===== config.mk =====
export PLATFORM = sky130hd
export DESIGN_NAME = fmd_fan_min_duty
export DESIGN_NICKNAME = d
export VERILOG_FILES = /design/src/core/fmd_pkg.sv /design/src/core/fmd_pwm.sv /design/src/core/fmd_fan_min_duty.sv
export SDC_FILE = /design/constraint.sdc
export NUM_CORES = 1
export LEC_CHECK = 0
export BUFFER_PORTS_ARGS = -buffer_cell sky130_fd_sc_hd__buf_4
export CORE_MARGIN = 3
export CORE_UTILIZATION = 54
export CTS_CLUSTER_SIZE = 10
export DETAILED_ROUTE_END_ITERATION = 8
export GPL_ROUTABILITY_DRIVEN = 0
export GPL_TIMING_DRIVEN = 0
export PLACE_DENSITY = 0.83
export SLEW_MARGIN = 15
export SYNTH_ARGS = -nofsm -noshare
export SYNTH_HDL_FRONTEND = slang
export SYNTH_SLANG_ARGS = --single-unit

===== constraint.sdc =====
create_clock -name CLK -period 4.37 [get_ports CLK]
set_input_delay 0.2185 -clock CLK [delete_from_list [all_inputs] [get_ports CLK]]
set_output_delay 0.2185 -clock CLK [all_outputs]
set_load 0.1 [all_outputs]

===== src/core/fmd_pkg.sv =====
// Contract
// - Ramp-select 1: rate codes step 1,2,3,4,8,12,24,48; 52.2 s to 1.1 s.
// - Smooth enable bit 7 rate-limits the remote-2 drive; at 0 no smoothing.
// - Once locked, writes to the ramp and smoothing register are ignored.
// - Read-write min-duty registers 0x64..0x66 for fans 1 to 3 reset to 0x80.
// - Min-duty 0x00 is off, 0x40 is 25, 0x80 is 50 and 0xFF is 100 percent.
// - In automatic fan control mode the min-duty registers are read-only.
// - Ramp-select 0: codes 001..110 ramp full scale in 18.8 s down to 1.6 s.
// - Auto: a fan above its start temperature runs from min duty upward.
package fmd_pkg;
   localparam int        CLK_MHZ        = 250;
   // ---------------------------------------------------------------
   // register map
   // ---------------------------------------------------------------
   localparam logic [7:0] ADDR_MIN1      = 8'h64;
   localparam logic [7:0] ADDR_MIN2      = 8'h65;
   localparam logic [7:0] ADDR_MIN3      = 8'h66;
   localparam logic [7:0] ADDR_ACOU2     = 8'h90;
   localparam logic [7:0] ADDR_CTRL      = 8'h91;
   localparam logic [7:0] ADDR_STAT      = 8'h92;
   localparam logic [7:0] MIN_DUTY_RST   = 8'h80;
   localparam logic [7:0] ACOU2_RST      = 8'h00;
   localparam logic [2:0] CTRL_RST       = 3'h0;
   localparam int         SMOOTH_BIT     = 7;
   localparam int         RATE_LSB       = 0;
   localparam int         CTRL_LOCK_BIT  = 0;
   localparam int         CTRL_RSEL_BIT  = 1;
   localparam int         CTRL_AUTO_BIT  = 2;
   localparam logic [7:0] DUTY_OFF       = 8'h00;
   localparam logic [7:0] DUTY_FULL      = 8'hFF;
   localparam logic [7:0] AUTO_SLOPE     = 8'h08;
   // ---------------------------------------------------------------
   // ramp timing: slot = full-scale time * step / 255
   // ---------------------------------------------------------------
   localparam longint     RAMP_SEL1_MS   = 52200;
   localparam longint     RAMP_SEL0_MS   = 18800;
   localparam longint     RAMP_SEL0_STEP = 2;
   localparam int SLOT1_CYCLES =
      int'(RAMP_SEL1_MS * 1000 * CLK_MHZ / 255);
   localparam int SLOT0_CYCLES =
      int'(RAMP_SEL0_MS * 1000 * CLK_MHZ * RAMP_SEL0_STEP / 255);

   function automatic logic [7:0] fmd_ramp_step(input logic [2:0] code);
      logic [7:0] s;
      s = 8'h01;
      case (code)
         3'h0: s = 8'h01;
         3'h1: s = 8'h02;
         3'h2: s = 8'h03;
         3'h3: s = 8'h04;
         3'h4: s = 8'h08;
         3'h5: s = 8'h0C;
         3'h6: s = 8'h18;
         default: s = 8'h30;
      endcase
      return s;
   endfunction : fmd_ramp_step
endpackage : fmd_pkg


===== src/core/fmd_pwm.sv =====
`timescale 1ns/10ps
// period of 255 counts so that code/255 is the exact duty
module fmd_pwm #(
   parameter int N = 3
) (
   input  wire logic             clk,
   input  wire logic             reset,
   input  wire logic [N-1:0][7:0] duty,
   output logic      [N-1:0]      pwm
);
   import fmd_pkg::*;
   if (N < 1)
   begin : g_bad_n
      $error("fmd_pwm needs at least one channel");
   end

   logic [7:0] cnt_q;
   wire        wrap = (cnt_q == 8'hFE);

   always_ff @(posedge clk)
   begin
      if (reset || wrap)
         cnt_q <= 8'h00;
      else
         cnt_q <= cnt_q + 8'h01;
   end

   genvar g;
   for (g = 0; g < N; g++)
   begin : ch
      always_ff @(posedge clk)
      begin
         if (reset)
            pwm[g] <= 1'b0;
         else
            pwm[g] <= (cnt_q < duty[g]);
      end
   end
endmodule : fmd_pwm


===== src/core/fmd_fan_min_duty.sv =====
// Our own choice: the strobed register port.
`timescale 1ns/10ps
module fmd_fan_min_duty #(
   parameter int SLOT1_CYC = fmd_pkg::SLOT1_CYCLES,
   parameter int SLOT0_CYC = fmd_pkg::SLOT0_CYCLES
) (
   input  wire logic       CLK,
   input  wire logic       RESET,
   input  wire logic [7:0] ADDR,
   input  wire logic [7:0] WDATA,
   input  wire logic       WR,
   input  wire logic       RD,
   output logic      [7:0] RDATA,
   input  wire logic [7:0] TEMP_REMOTE1,
   input  wire logic [7:0] TEMP_LOCAL,
   input  wire logic [7:0] TEMP_REMOTE2,
   input  wire logic [7:0] FAN_START_TEMP_1,
   input  wire logic [7:0] FAN_START_TEMP_2,
   input  wire logic [7:0] FAN_START_TEMP_3,
   output logic      [7:0] DUTY_1,
   output logic      [7:0] DUTY_2,
   output logic      [7:0] DUTY_3,
   output logic            FAN_DRIVE_1,
   output logic            FAN_DRIVE_2,
   output logic            FAN_DRIVE_3
);
   import fmd_pkg::*;

   if (SLOT1_CYC < 2 || SLOT0_CYC < 2)
   begin : g_bad_slot
      $error("slot counts must be at least 2 cycles");
   end

   // ---------------------------------------------------------------
   // control and acoustic registers
   // ---------------------------------------------------------------
   logic [2:0]      ctrl_q;
   logic [7:0]      acou_q;
   logic [7:0]      rdata_q;
   logic [2:0][7:0] min_q;
   logic [2:0][7:0] target;
   logic [2:0][7:0] drive_q;
   logic [2:0][7:0] temp;
   logic [2:0][7:0] start;
   logic [31:0]     slot_cnt_q;
   logic [2:0]      pwm_w;

   wire lock     = ctrl_q[CTRL_LOCK_BIT];
   wire ramp_sel = ctrl_q[CTRL_RSEL_BIT];
   wire auto_md  = ctrl_q[CTRL_AUTO_BIT];
   wire smooth   = acou_q[SMOOTH_BIT];
   wire [2:0] rate = acou_q[RATE_LSB +: 3];
   wire [7:0] step = fmd_ramp_step(rate);
   wire wr_ctrl  = WR && (ADDR == ADDR_CTRL);
   wire wr_acou  = WR && (ADDR == ADDR_ACOU2) && !lock;

   assign temp  = {TEMP_REMOTE2, TEMP_LOCAL, TEMP_REMOTE1};
   assign start = {FAN_START_TEMP_3, FAN_START_TEMP_2, FAN_START_TEMP_1};

   // lock only clears on reset, so software cannot undo it
   always_ff @(posedge CLK)
   begin
      if (RESET)
         ctrl_q <= CTRL_RST;
      else if (wr_ctrl)
         ctrl_q <= {WDATA[CTRL_AUTO_BIT], WDATA[CTRL_RSEL_BIT],
                    WDATA[CTRL_LOCK_BIT] | lock};
   end

   always_ff @(posedge CLK)
   begin
      if (RESET)
         acou_q <= ACOU2_RST;
      else if (wr_acou)
         acou_q <= {WDATA[SMOOTH_BIT], 4'h0, WDATA[RATE_LSB +: 3]};
   end

   // ---------------------------------------------------------------
   // min-duty registers and per-channel target
   // ---------------------------------------------------------------
   genvar g;
   for (g = 0; g < 3; g++)
   begin : ch
      wire        hit   = WR && (ADDR == ADDR_MIN1 + 8'(g)) && !auto_md;
      wire        above = temp[g] > start[g];
      wire [7:0]  diff  = temp[g] - start[g];
      wire [15:0] boost = 16'(diff) * 16'(AUTO_SLOPE);
      wire [15:0] sum   = 16'(min_q[g]) + boost;
      wire [7:0]  ramp  = (sum > 16'(DUTY_FULL)) ? DUTY_FULL : sum[7:0];

      always_ff @(posedge CLK)
      begin
         if (RESET)
            min_q[g] <= MIN_DUTY_RST;
         else if (hit)
            min_q[g] <= WDATA;
      end

      // manual mode holds the fan at its programmed min duty
      assign target[g] = !auto_md ? min_q[g] :
                         above    ? ramp     : DUTY_OFF;
   end

   // ---------------------------------------------------------------
   // ramp slot divider, remote-2 channel only
   // ---------------------------------------------------------------
   localparam int SLOT_MAX = (SLOT1_CYC > SLOT0_CYC) ? SLOT1_CYC : SLOT0_CYC;

   wire [31:0] slot_lim = ramp_sel ? 32'(SLOT1_CYC - 1)
                                   : 32'(SLOT0_CYC - 1);
   wire        slot_tick = (slot_cnt_q >= slot_lim);

   always_ff @(posedge CLK)
   begin
      if (RESET || slot_tick)
         slot_cnt_q <= 32'h0;
      else
         slot_cnt_q <= slot_cnt_q + 32'h1;
   end

   wire [8:0] up_sum  = 9'(drive_q[2]) + 9'(step);
   wire [8:0] dn_dif  = 9'(drive_q[2]) - 9'(step);
   wire       go_up   = target[2] > drive_q[2];
   wire       go_dn   = target[2] < drive_q[2];
   wire [7:0] up_val  = (up_sum > 9'(target[2])) ? target[2] : up_sum[7:0];
   wire [7:0] dn_val  = (dn_dif[8] || dn_dif[7:0] < target[2])
                        ? target[2] : dn_dif[7:0];
   // limited step per slot keeps fan speed changes slow to the ear
   wire [7:0] smooth_d = !slot_tick ? drive_q[2] :
                         go_up      ? up_val     :
                         go_dn      ? dn_val     : drive_q[2];
   wire [7:0] drive3_d = smooth ? smooth_d : target[2];

   always_ff @(posedge CLK)
   begin
      if (RESET)
         drive_q <= {3{MIN_DUTY_RST}};
      else
         drive_q <= {drive3_d, target[1], target[0]};
   end

   assign DUTY_1 = drive_q[0];
   assign DUTY_2 = drive_q[1];
   assign DUTY_3 = drive_q[2];

   fmd_pwm #(
      .N     (3)
   ) u_pwm (
      .clk   (CLK),
      .reset (RESET),
      .duty  (drive_q),
      .pwm   (pwm_w)
   );

   assign FAN_DRIVE_1 = pwm_w[0];
   assign FAN_DRIVE_2 = pwm_w[1];
   assign FAN_DRIVE_3 = pwm_w[2];

   // ---------------------------------------------------------------
   // register read port
   // ---------------------------------------------------------------
   logic [7:0] rd_mux;
   always_comb
   begin
      if (ADDR == ADDR_MIN1)
         rd_mux = min_q[0];
      else if (ADDR == ADDR_MIN2)
         rd_mux = min_q[1];
      else if (ADDR == ADDR_MIN3)
         rd_mux = min_q[2];
      else if (ADDR == ADDR_ACOU2)
         rd_mux = acou_q;
      else if (ADDR == ADDR_CTRL)
         rd_mux = {5'h00, ctrl_q};
      else if (ADDR == ADDR_STAT)
         rd_mux = drive_q[2];
      else
         rd_mux = 8'h00;
   end

   // data valid only in the cycle after the read strobe
   always_ff @(posedge CLK)
   begin
      if (RESET || !RD)
         rdata_q <= 8'h00;
      else
         rdata_q <= rd_mux;
   end
   assign RDATA = rdata_q;
endmodule : fmd_fan_min_duty


==> results of run 1 <==
cell usage after synthesis (4+ instances only):
library cell	count	area, um2
nand3_1	37	185
o31ai_1	5	37.5
o21bai_1	4	30.0
clkbuf_1	19	71.3
o21ai_1	9	45.0
a211oi_1	19	143
xnor2_1	28	245
dfxtp_1	106	2120
a21oi_1	56	280
a21o_1	30	225
nor2_1	102	383
a22oi_1	13	97.6
nor2b_1	20	125
nand2_1	53	199
o21a_1	8	60.1
nand3b_1	5	37.5
o21ai_0	34	170
xor2_1	30	263
nor3_1	14	70.1
and3_1	15	93.8
nor4_1	9	56.3
nand4_1	11	68.8
nand2b_1	16	100
inv_1	107	402
mux2i_1	25	250
o221ai_1	4	35.0
ha_1	113	1410
a311oi_1	5	43.8
a221oi_1	4	35.0
a211o_1	13	114
fa_1	8	160
o22ai_1	4	25.0
o211ai_1	8	60.1
a21boi_0	4	30.0
or3_1	5	31.3
per-stage QoR:
step	TNS, ns	std cells	total power, mW	utilization [%]
finish	-3.06	1349	2.25	70.9
global route	-4.45	1349	2.34	70.9
CTS	-0.730	1332	2.20	68.4
detailed placement	-8.22	1293	1.38	63.4
global placement	-7.83	1293	1.37	63.4
floorplan	-0.297	1008	1.27	-
path summary, 6_finish.rpt:
kind / end / slack [ns] / from / depth (start not counted)
worst max-delay path: DUTY_3[1]$_SDFFE_PP0P_ / -0.44 / TEMP_REMOTE2[0] / 27
worst min-delay path: min_q[21]$_SDFFE_PP0P_ / 0.11 / WDATA[5] / 3
worst max register to register: DUTY_3[1]$_SDFFE_PP0P_ / -0.26 / min_q[20]$_SDFFE_PP0P_ / 20
worst min register to register: slot_cnt_q[0]$_SDFF_PP0_ / 0.48 / slot_cnt_q[0]$_SDFF_PP0_ / 1
registers in the layout (all words and copies together), names as in the netlist:
name / cells
DUTY_3: 8
DUTY_1: 8
u_pwm.cnt_q: 8
min_q: 24
slot_cnt_q: 32
RDATA: 8
u_pwm.pwm: 3
DUTY_2: 8
acou_q: 4
ctrl_q: 3
repair_timing:
item | CTS | global route
setup buffers | 24 | 17
hold buffers | 0 | 0
endpoints found under the setup margin | 8 | 8
pin swaps | 30 | 43
cloned | 0 | 0
resized for setup | 49 | 42
layout make-up:
cell class | instances | area [um2]
plain buffers | 21 | 81.3
multi-input cells | 773 | 6200
inverters | 107 | 414
well taps | 184 | 230
clock inverters | 6 | 55.1
flip-flops and latches | 106 | 2120
fillers | 1072 | 4290
repair buffers | 142 | 1120
clock buffers | 10 | 239
where the power goes:
part	switching, mW	total, mW	internal [mW]
Sequential	0.00681	0.979	0.972
Combinational	0.251	0.463	0.212
Clock	0.397	0.812	0.415
worst register-to-register path, stage by stage (launching register included):
cell and delay, ns:
dfxtp_1 0.54, ha_4 0.27, a21oi_2 0.19, nor2b_4 0.06, o31a_1 0.33, o211a_1 0.22
o21ai_4 0.27, nor2_4 0.06, nor4_4 0.20, a21oi_2 0.08, buf_6 0.19, ha_4 0.20
and3_4 0.17, a221o_1 0.32, a21oi_2 0.22, o311a_1 0.23, o21ai_2 0.07, o211ai_1 0.31
o211a_4 0.27, a21oi_2 0.06, o311ai_1 0.26
layer usage:
metal / wire length [um] / vias to the layer above
met5: 13 / -
met4: 1310 / 2
met3: 2000 / 131
met2: 11400 / 467
met1: 9680 / 3873
li1: - / 3910
logic make-up (layout without fill, tap and decap cells):
kind of cell / count (synthesis) / count (layout)
AO/OA/AOI/OAI: 256 / 256
XOR/XNOR: 58 / 58
adder cells (fa/ha/maj): 121 / 121
buffers and inverters: 129 / 286
flip-flops: 106 / 106
multiplexers: 25 / 25
other: 1 / 5
AND/OR/NAND/NOR: 308 / 308
==> metrics, run 1 <==
outcome finished with violations; violated checks setup timing; # setup viols final 8; max-slew violations 0; DR iter-0 viols around 1000; busiest grt layer met2; Max-slew headroom a little over a fifth; Post-DP HPWL ~17 mm; commonest register cell after synthesis dfxtp_1; Core Area roughly 0.015 mm2; warnings from Yosys 0; FF+latch count, synth around 110; iteration count of the initial detailed-routing pass 8; sequential share of the synthesized area between 20% and 30%; Synth Area in Compound Gates roughly 22%; post-route DRC violation count 0; site row count 44; largest family of logic cells by synthesized area compound AO/OA/AOI/OAI gates; DR WL/cell ~18 um; GR Util All Layers between 20 and 30%; Worst-path clk slew 0.08 ns; Worst VDD drop roughly 230 uV; die area 0.0168 mm2; Die Height around 130 um; mux cell area share after synthesis a little over 3%; Post-synth EDFFs 0; CTS tree yes; dpl cell area approximately 0.0094 mm2; max_cap viols 0; Die Width about 130 um; simple-gate share of the synthesized area 18.5%; Area Growth Syn to Fin 26.8%; detail-routed via count per cell just over 6; Worst Tran Pin Value 1.17 ns; ant diodes 0; met3 usage 5.69%; share of post-route cells with drive strength above 1 20.5%; Worst setup SP type input pin; Synth Area in Adders a little under a fifth; critical path data arrival time 5.07 ns; CTS Sinks 106; maximum root-to-sink buffer count 2; layout net count about 1300; final hold violation count 0; post-route ant nets 0; largest net degree at the start of global routing 20; final hold slack ~0.11 ns; initial core utilization between 50% and 60%; Hold Crit Class input pin to flop; synthesized area per cell 8.22 um2; total routed wirelength 24.5 mm; RSZ-0062 raised after global routing true; Pwr per Cell Area between 200 and 250 mW/mm2; worst slack at placement -1.12 ns; FMAX 208 MHz; most frequent cells in the layout 132 x buf_4, 106 x dfxtp_1, 103 x inv_1; Clock Tree Root clkbuf_16; cell mode on critical path ha_4; LEAKAGE ~4.9 nW; CP max stage delay around 0.44 ns; io pins 103; commonest non-fill, non-tap cell in the layout buf_4; post-route cell area around 0.010 mm2; CP Data Required Time around 4.6 ns; met2 usage a little under half; insertion delay to the later sink of the worst-skew pair about 0.36 ns; setup ws final -0.437 ns; CP Capture Type flop; min cycle time layout 4.81 ns; antenna violations before repair 1; total clock buffers created by CTS 9; library cells used by synthesis between 70 and 80; delay-heaviest family, CP compound AO/OA/AOI/OAI gates; Crit Path Class input pin to flop; IO buf count ~100; period utilization 110%; met1 Usage GRT 34.9%; GR Overflow Total 0; WP buf/inv 5; clk_skew ~0.011 ns; XOR/XNOR Fraction of Synth Area 6.15%; Syn Std Cell Area 0.00825 mm2; htree depth 3; CP max FO 5; Mapped Cells 1004; Async S/R FF share, synth 0%; slowest CP cell or3_4; global-route wire length before repair around 37 mm; number of global-route vias before repair approximately 7700; DR vias around 8400
Note: power is estimated with default switching activity, not from simulation.
==> run 2, diff against run 1 <==
--- a/config.mk
+++ b/config.mk
@@ -7,12 +7,13 @@
 export LEC_CHECK = 0
 export BUFFER_PORTS_ARGS = -buffer_cell sky130_fd_sc_hd__buf_4
 export CORE_MARGIN = 3
-export CORE_UTILIZATION = 54
+export CORE_UTILIZATION = 55
+export CTS_BUF_LIST = sky130_fd_sc_hd__clkbuf_8
 export CTS_CLUSTER_SIZE = 10
 export DETAILED_ROUTE_END_ITERATION = 8
 export GPL_ROUTABILITY_DRIVEN = 0
 export GPL_TIMING_DRIVEN = 0
-export PLACE_DENSITY = 0.83
+export PLACE_DENSITY = 0.84
 export SLEW_MARGIN = 15
 export SYNTH_ARGS = -nofsm -noshare
 export SYNTH_HDL_FRONTEND = slang
==> metrics, run 2 (synthesized netlist as in run 1, its figures left out) <==
DR iter-0 viols 694; clk_skew 0.0214 ns; met3 usage just over 5%; Pwr per Cell Area roughly 200 mW/mm2; CP Capture Type flop; period utilization 111%; DR vias about 8000; IO buf count between 100 and 150; critical path data arrival time 5.21 ns; sequential fraction of design power 48.7%; Largest regs slot_cnt_q x32, min_q x24; CP Data Required Time between 4 and 5 ns; internal power between 1 and 1.5 mW; layout net count around 1300; Worst VDD drop 133 uV; most frequent cells in the layout 126 x buf_4, 102 x dfxtp_1, 102 x inv_1, 102 x ha_1, 98 x nor2_1; Clock Tree Root clkbuf_8; site row count 44; dpl cell area between 0.009 and 0.01 mm2; setup ws final -0.501 ns; max_cap viols 0; Final TNS setup -2.74 ns; min cycle time layout between 4 and 5 ns; Clk pwr share between 30% and 40%; placed cell count ~1300; global-route wire length before repair about 36 mm; Crit Path Class input pin to flop; post-route cell area 0.0101 mm2; share of post-route cells with drive strength above 1 roughly a fifth; total clock buffers created by CTS 9; max reg flops 32; total routed wirelength 22.7 mm; Area Growth Syn to Fin 22.7%; io pins approximately 100; Switching Share a little under a third; met1 Usage GRT between 30 and 40%; antenna violations before repair 0; die area about 0.017 mm2; FMAX approximately 210 MHz; CTS Sinks 106; post-route ant nets 0; DR WL/cell about 17 um; Final Non-Filler Cells 1336; Die Height about 130 um; hold bufs inserted after CTS 0; LEAKAGE 4.71 nW; worst slack at placement -1.04 ns; Post-DP HPWL about 17 mm; maximum root-to-sink buffer count 2; met2 usage 43.5%; Largest Register slot_cnt_q; ant diodes 0; Hold Crit Class input pin to flop; htree depth 3; Worst Tran Pin Value between 1 and 1.5 ns; GR Overflow Total 0; post-route DRC violation count 0; GR Util All Layers between 20% and 30%; CTS tree yes; # setup viols final 8; detail-routed via count per cell ~6; Worst setup SP type input pin; final hold violation count 0; RSZ-0062 raised after global routing true; CP max FO 5; filler cell count approximately 1100; area occupied by multi-input gates around 0.0061 mm2; Max-slew headroom between 30 and 40%; violated checks setup timing; busiest grt layer met2; max-slew violations 0; Die Width around 130 um; Core Area around 0.015 mm2; Sequential Area ~0.0021 mm2; fin util approximately 69%; initial core utilization 56.6%; outcome finished with violations; number of global-route vias before repair roughly 7400; Logic pwr share between 20% and 30%; iteration count of the initial detailed-routing pass 5; insertion delay to the later sink of the worst-skew pair roughly 0.40 ns; largest net degree at the start of global routing 22; sw power approximately 0.62 mW; commonest non-fill, non-tap cell in the layout buf_4; Worst-path clk slew around 0.12 ns
[run 2: power by group through the flow]
stage / Sequential (mW) / Combinational, mW / Clock (mW)
after floorplan: 1.01 / 0.253 / 0
after global placement: 1.00 / 0.367 / 0
after detailed placement: 1.00 / 0.377 / 0
after CTS: 0.979 / 0.395 / 0.621
after global routing: 0.981 / 0.460 / 0.660
final: 0.979 / 0.413 / 0.617
[run 2: stage by stage]
step,power [mW],hold WS (ns)
final,2.01,0.0647
after global routing,2.10,0.0722
after CTS,2.00,0.0517
after detailed placement,1.38,0.473
after global placement,1.37,0.462
after floorplan,1.27,0.344
[run 2: final timing paths]
path | start | slack, ns | to | cells past startpoint
max | TEMP_REMOTE2[0] | -0.50 | DUTY_3[5]$_SDFFE_PP0P_ | 27
min | WDATA[5] | 0.06 | min_q[13]$_SDFFE_PP0P_ | 3
max reg2reg | min_q[19]$_SDFFE_PP0P_ | -0.39 | DUTY_3[5]$_SDFFE_PP0P_ | 21
min reg2reg | slot_cnt_q[0]$_SDFF_PP0_ | 0.50 | slot_cnt_q[0]$_SDFF_PP0_ | 1
[run 2: layout make-up]
type	count	share of cell area, %
plain buffers	20	0.754
clock buffers	9	1.22
clock inverters	7	0.803
inverters	107	4.12
multi-input cells	773	59.9
flip-flops and latches	106	21.0
well taps	184	2.27
repair buffers	130	9.87
[run 2: metal layers]
metal | up-vias | wire length, um
li1 | 3874 | -
met1 | 3682 | 9130
met2 | 382 | 10500
met3 | 108 | 1960
met4 | 0 | 1110
met5 | - | 0
[run 2: repair_timing]
item | in CTS | in global routing
setup buffers | 12 | 17
setup endpoints to repair | 8 | 8
gates resized for setup | 31 | 42
pin swaps | 22 | 33
endpoints found under the hold margin | 0 | 0
[run 2: critical path, cell delays in order]
cell	delay [ns]
buf_12	0.09
inv_12	0.03
ha_4	0.14
fa_2	0.36
nand2b_4	0.16
a21o_1	0.17
a21boi_2	0.15
ha_1	0.30
o21a_1	0.12
o31a_1	0.24
o211a_1	0.25
o21ai_4	0.12
o21a_1	0.22
a21oi_4	0.21
buf_4	0.18
inv_1	0.04
ha_1	0.30
nand2_4	0.07
o21ai_2	0.12
nor2b_2	0.17
a31oi_2	0.08
nor2_2	0.20
nand4_1	0.18
buf_4	0.22
a211oi_1	0.44
o221ai_1	0.24
o21ai_1	0.16
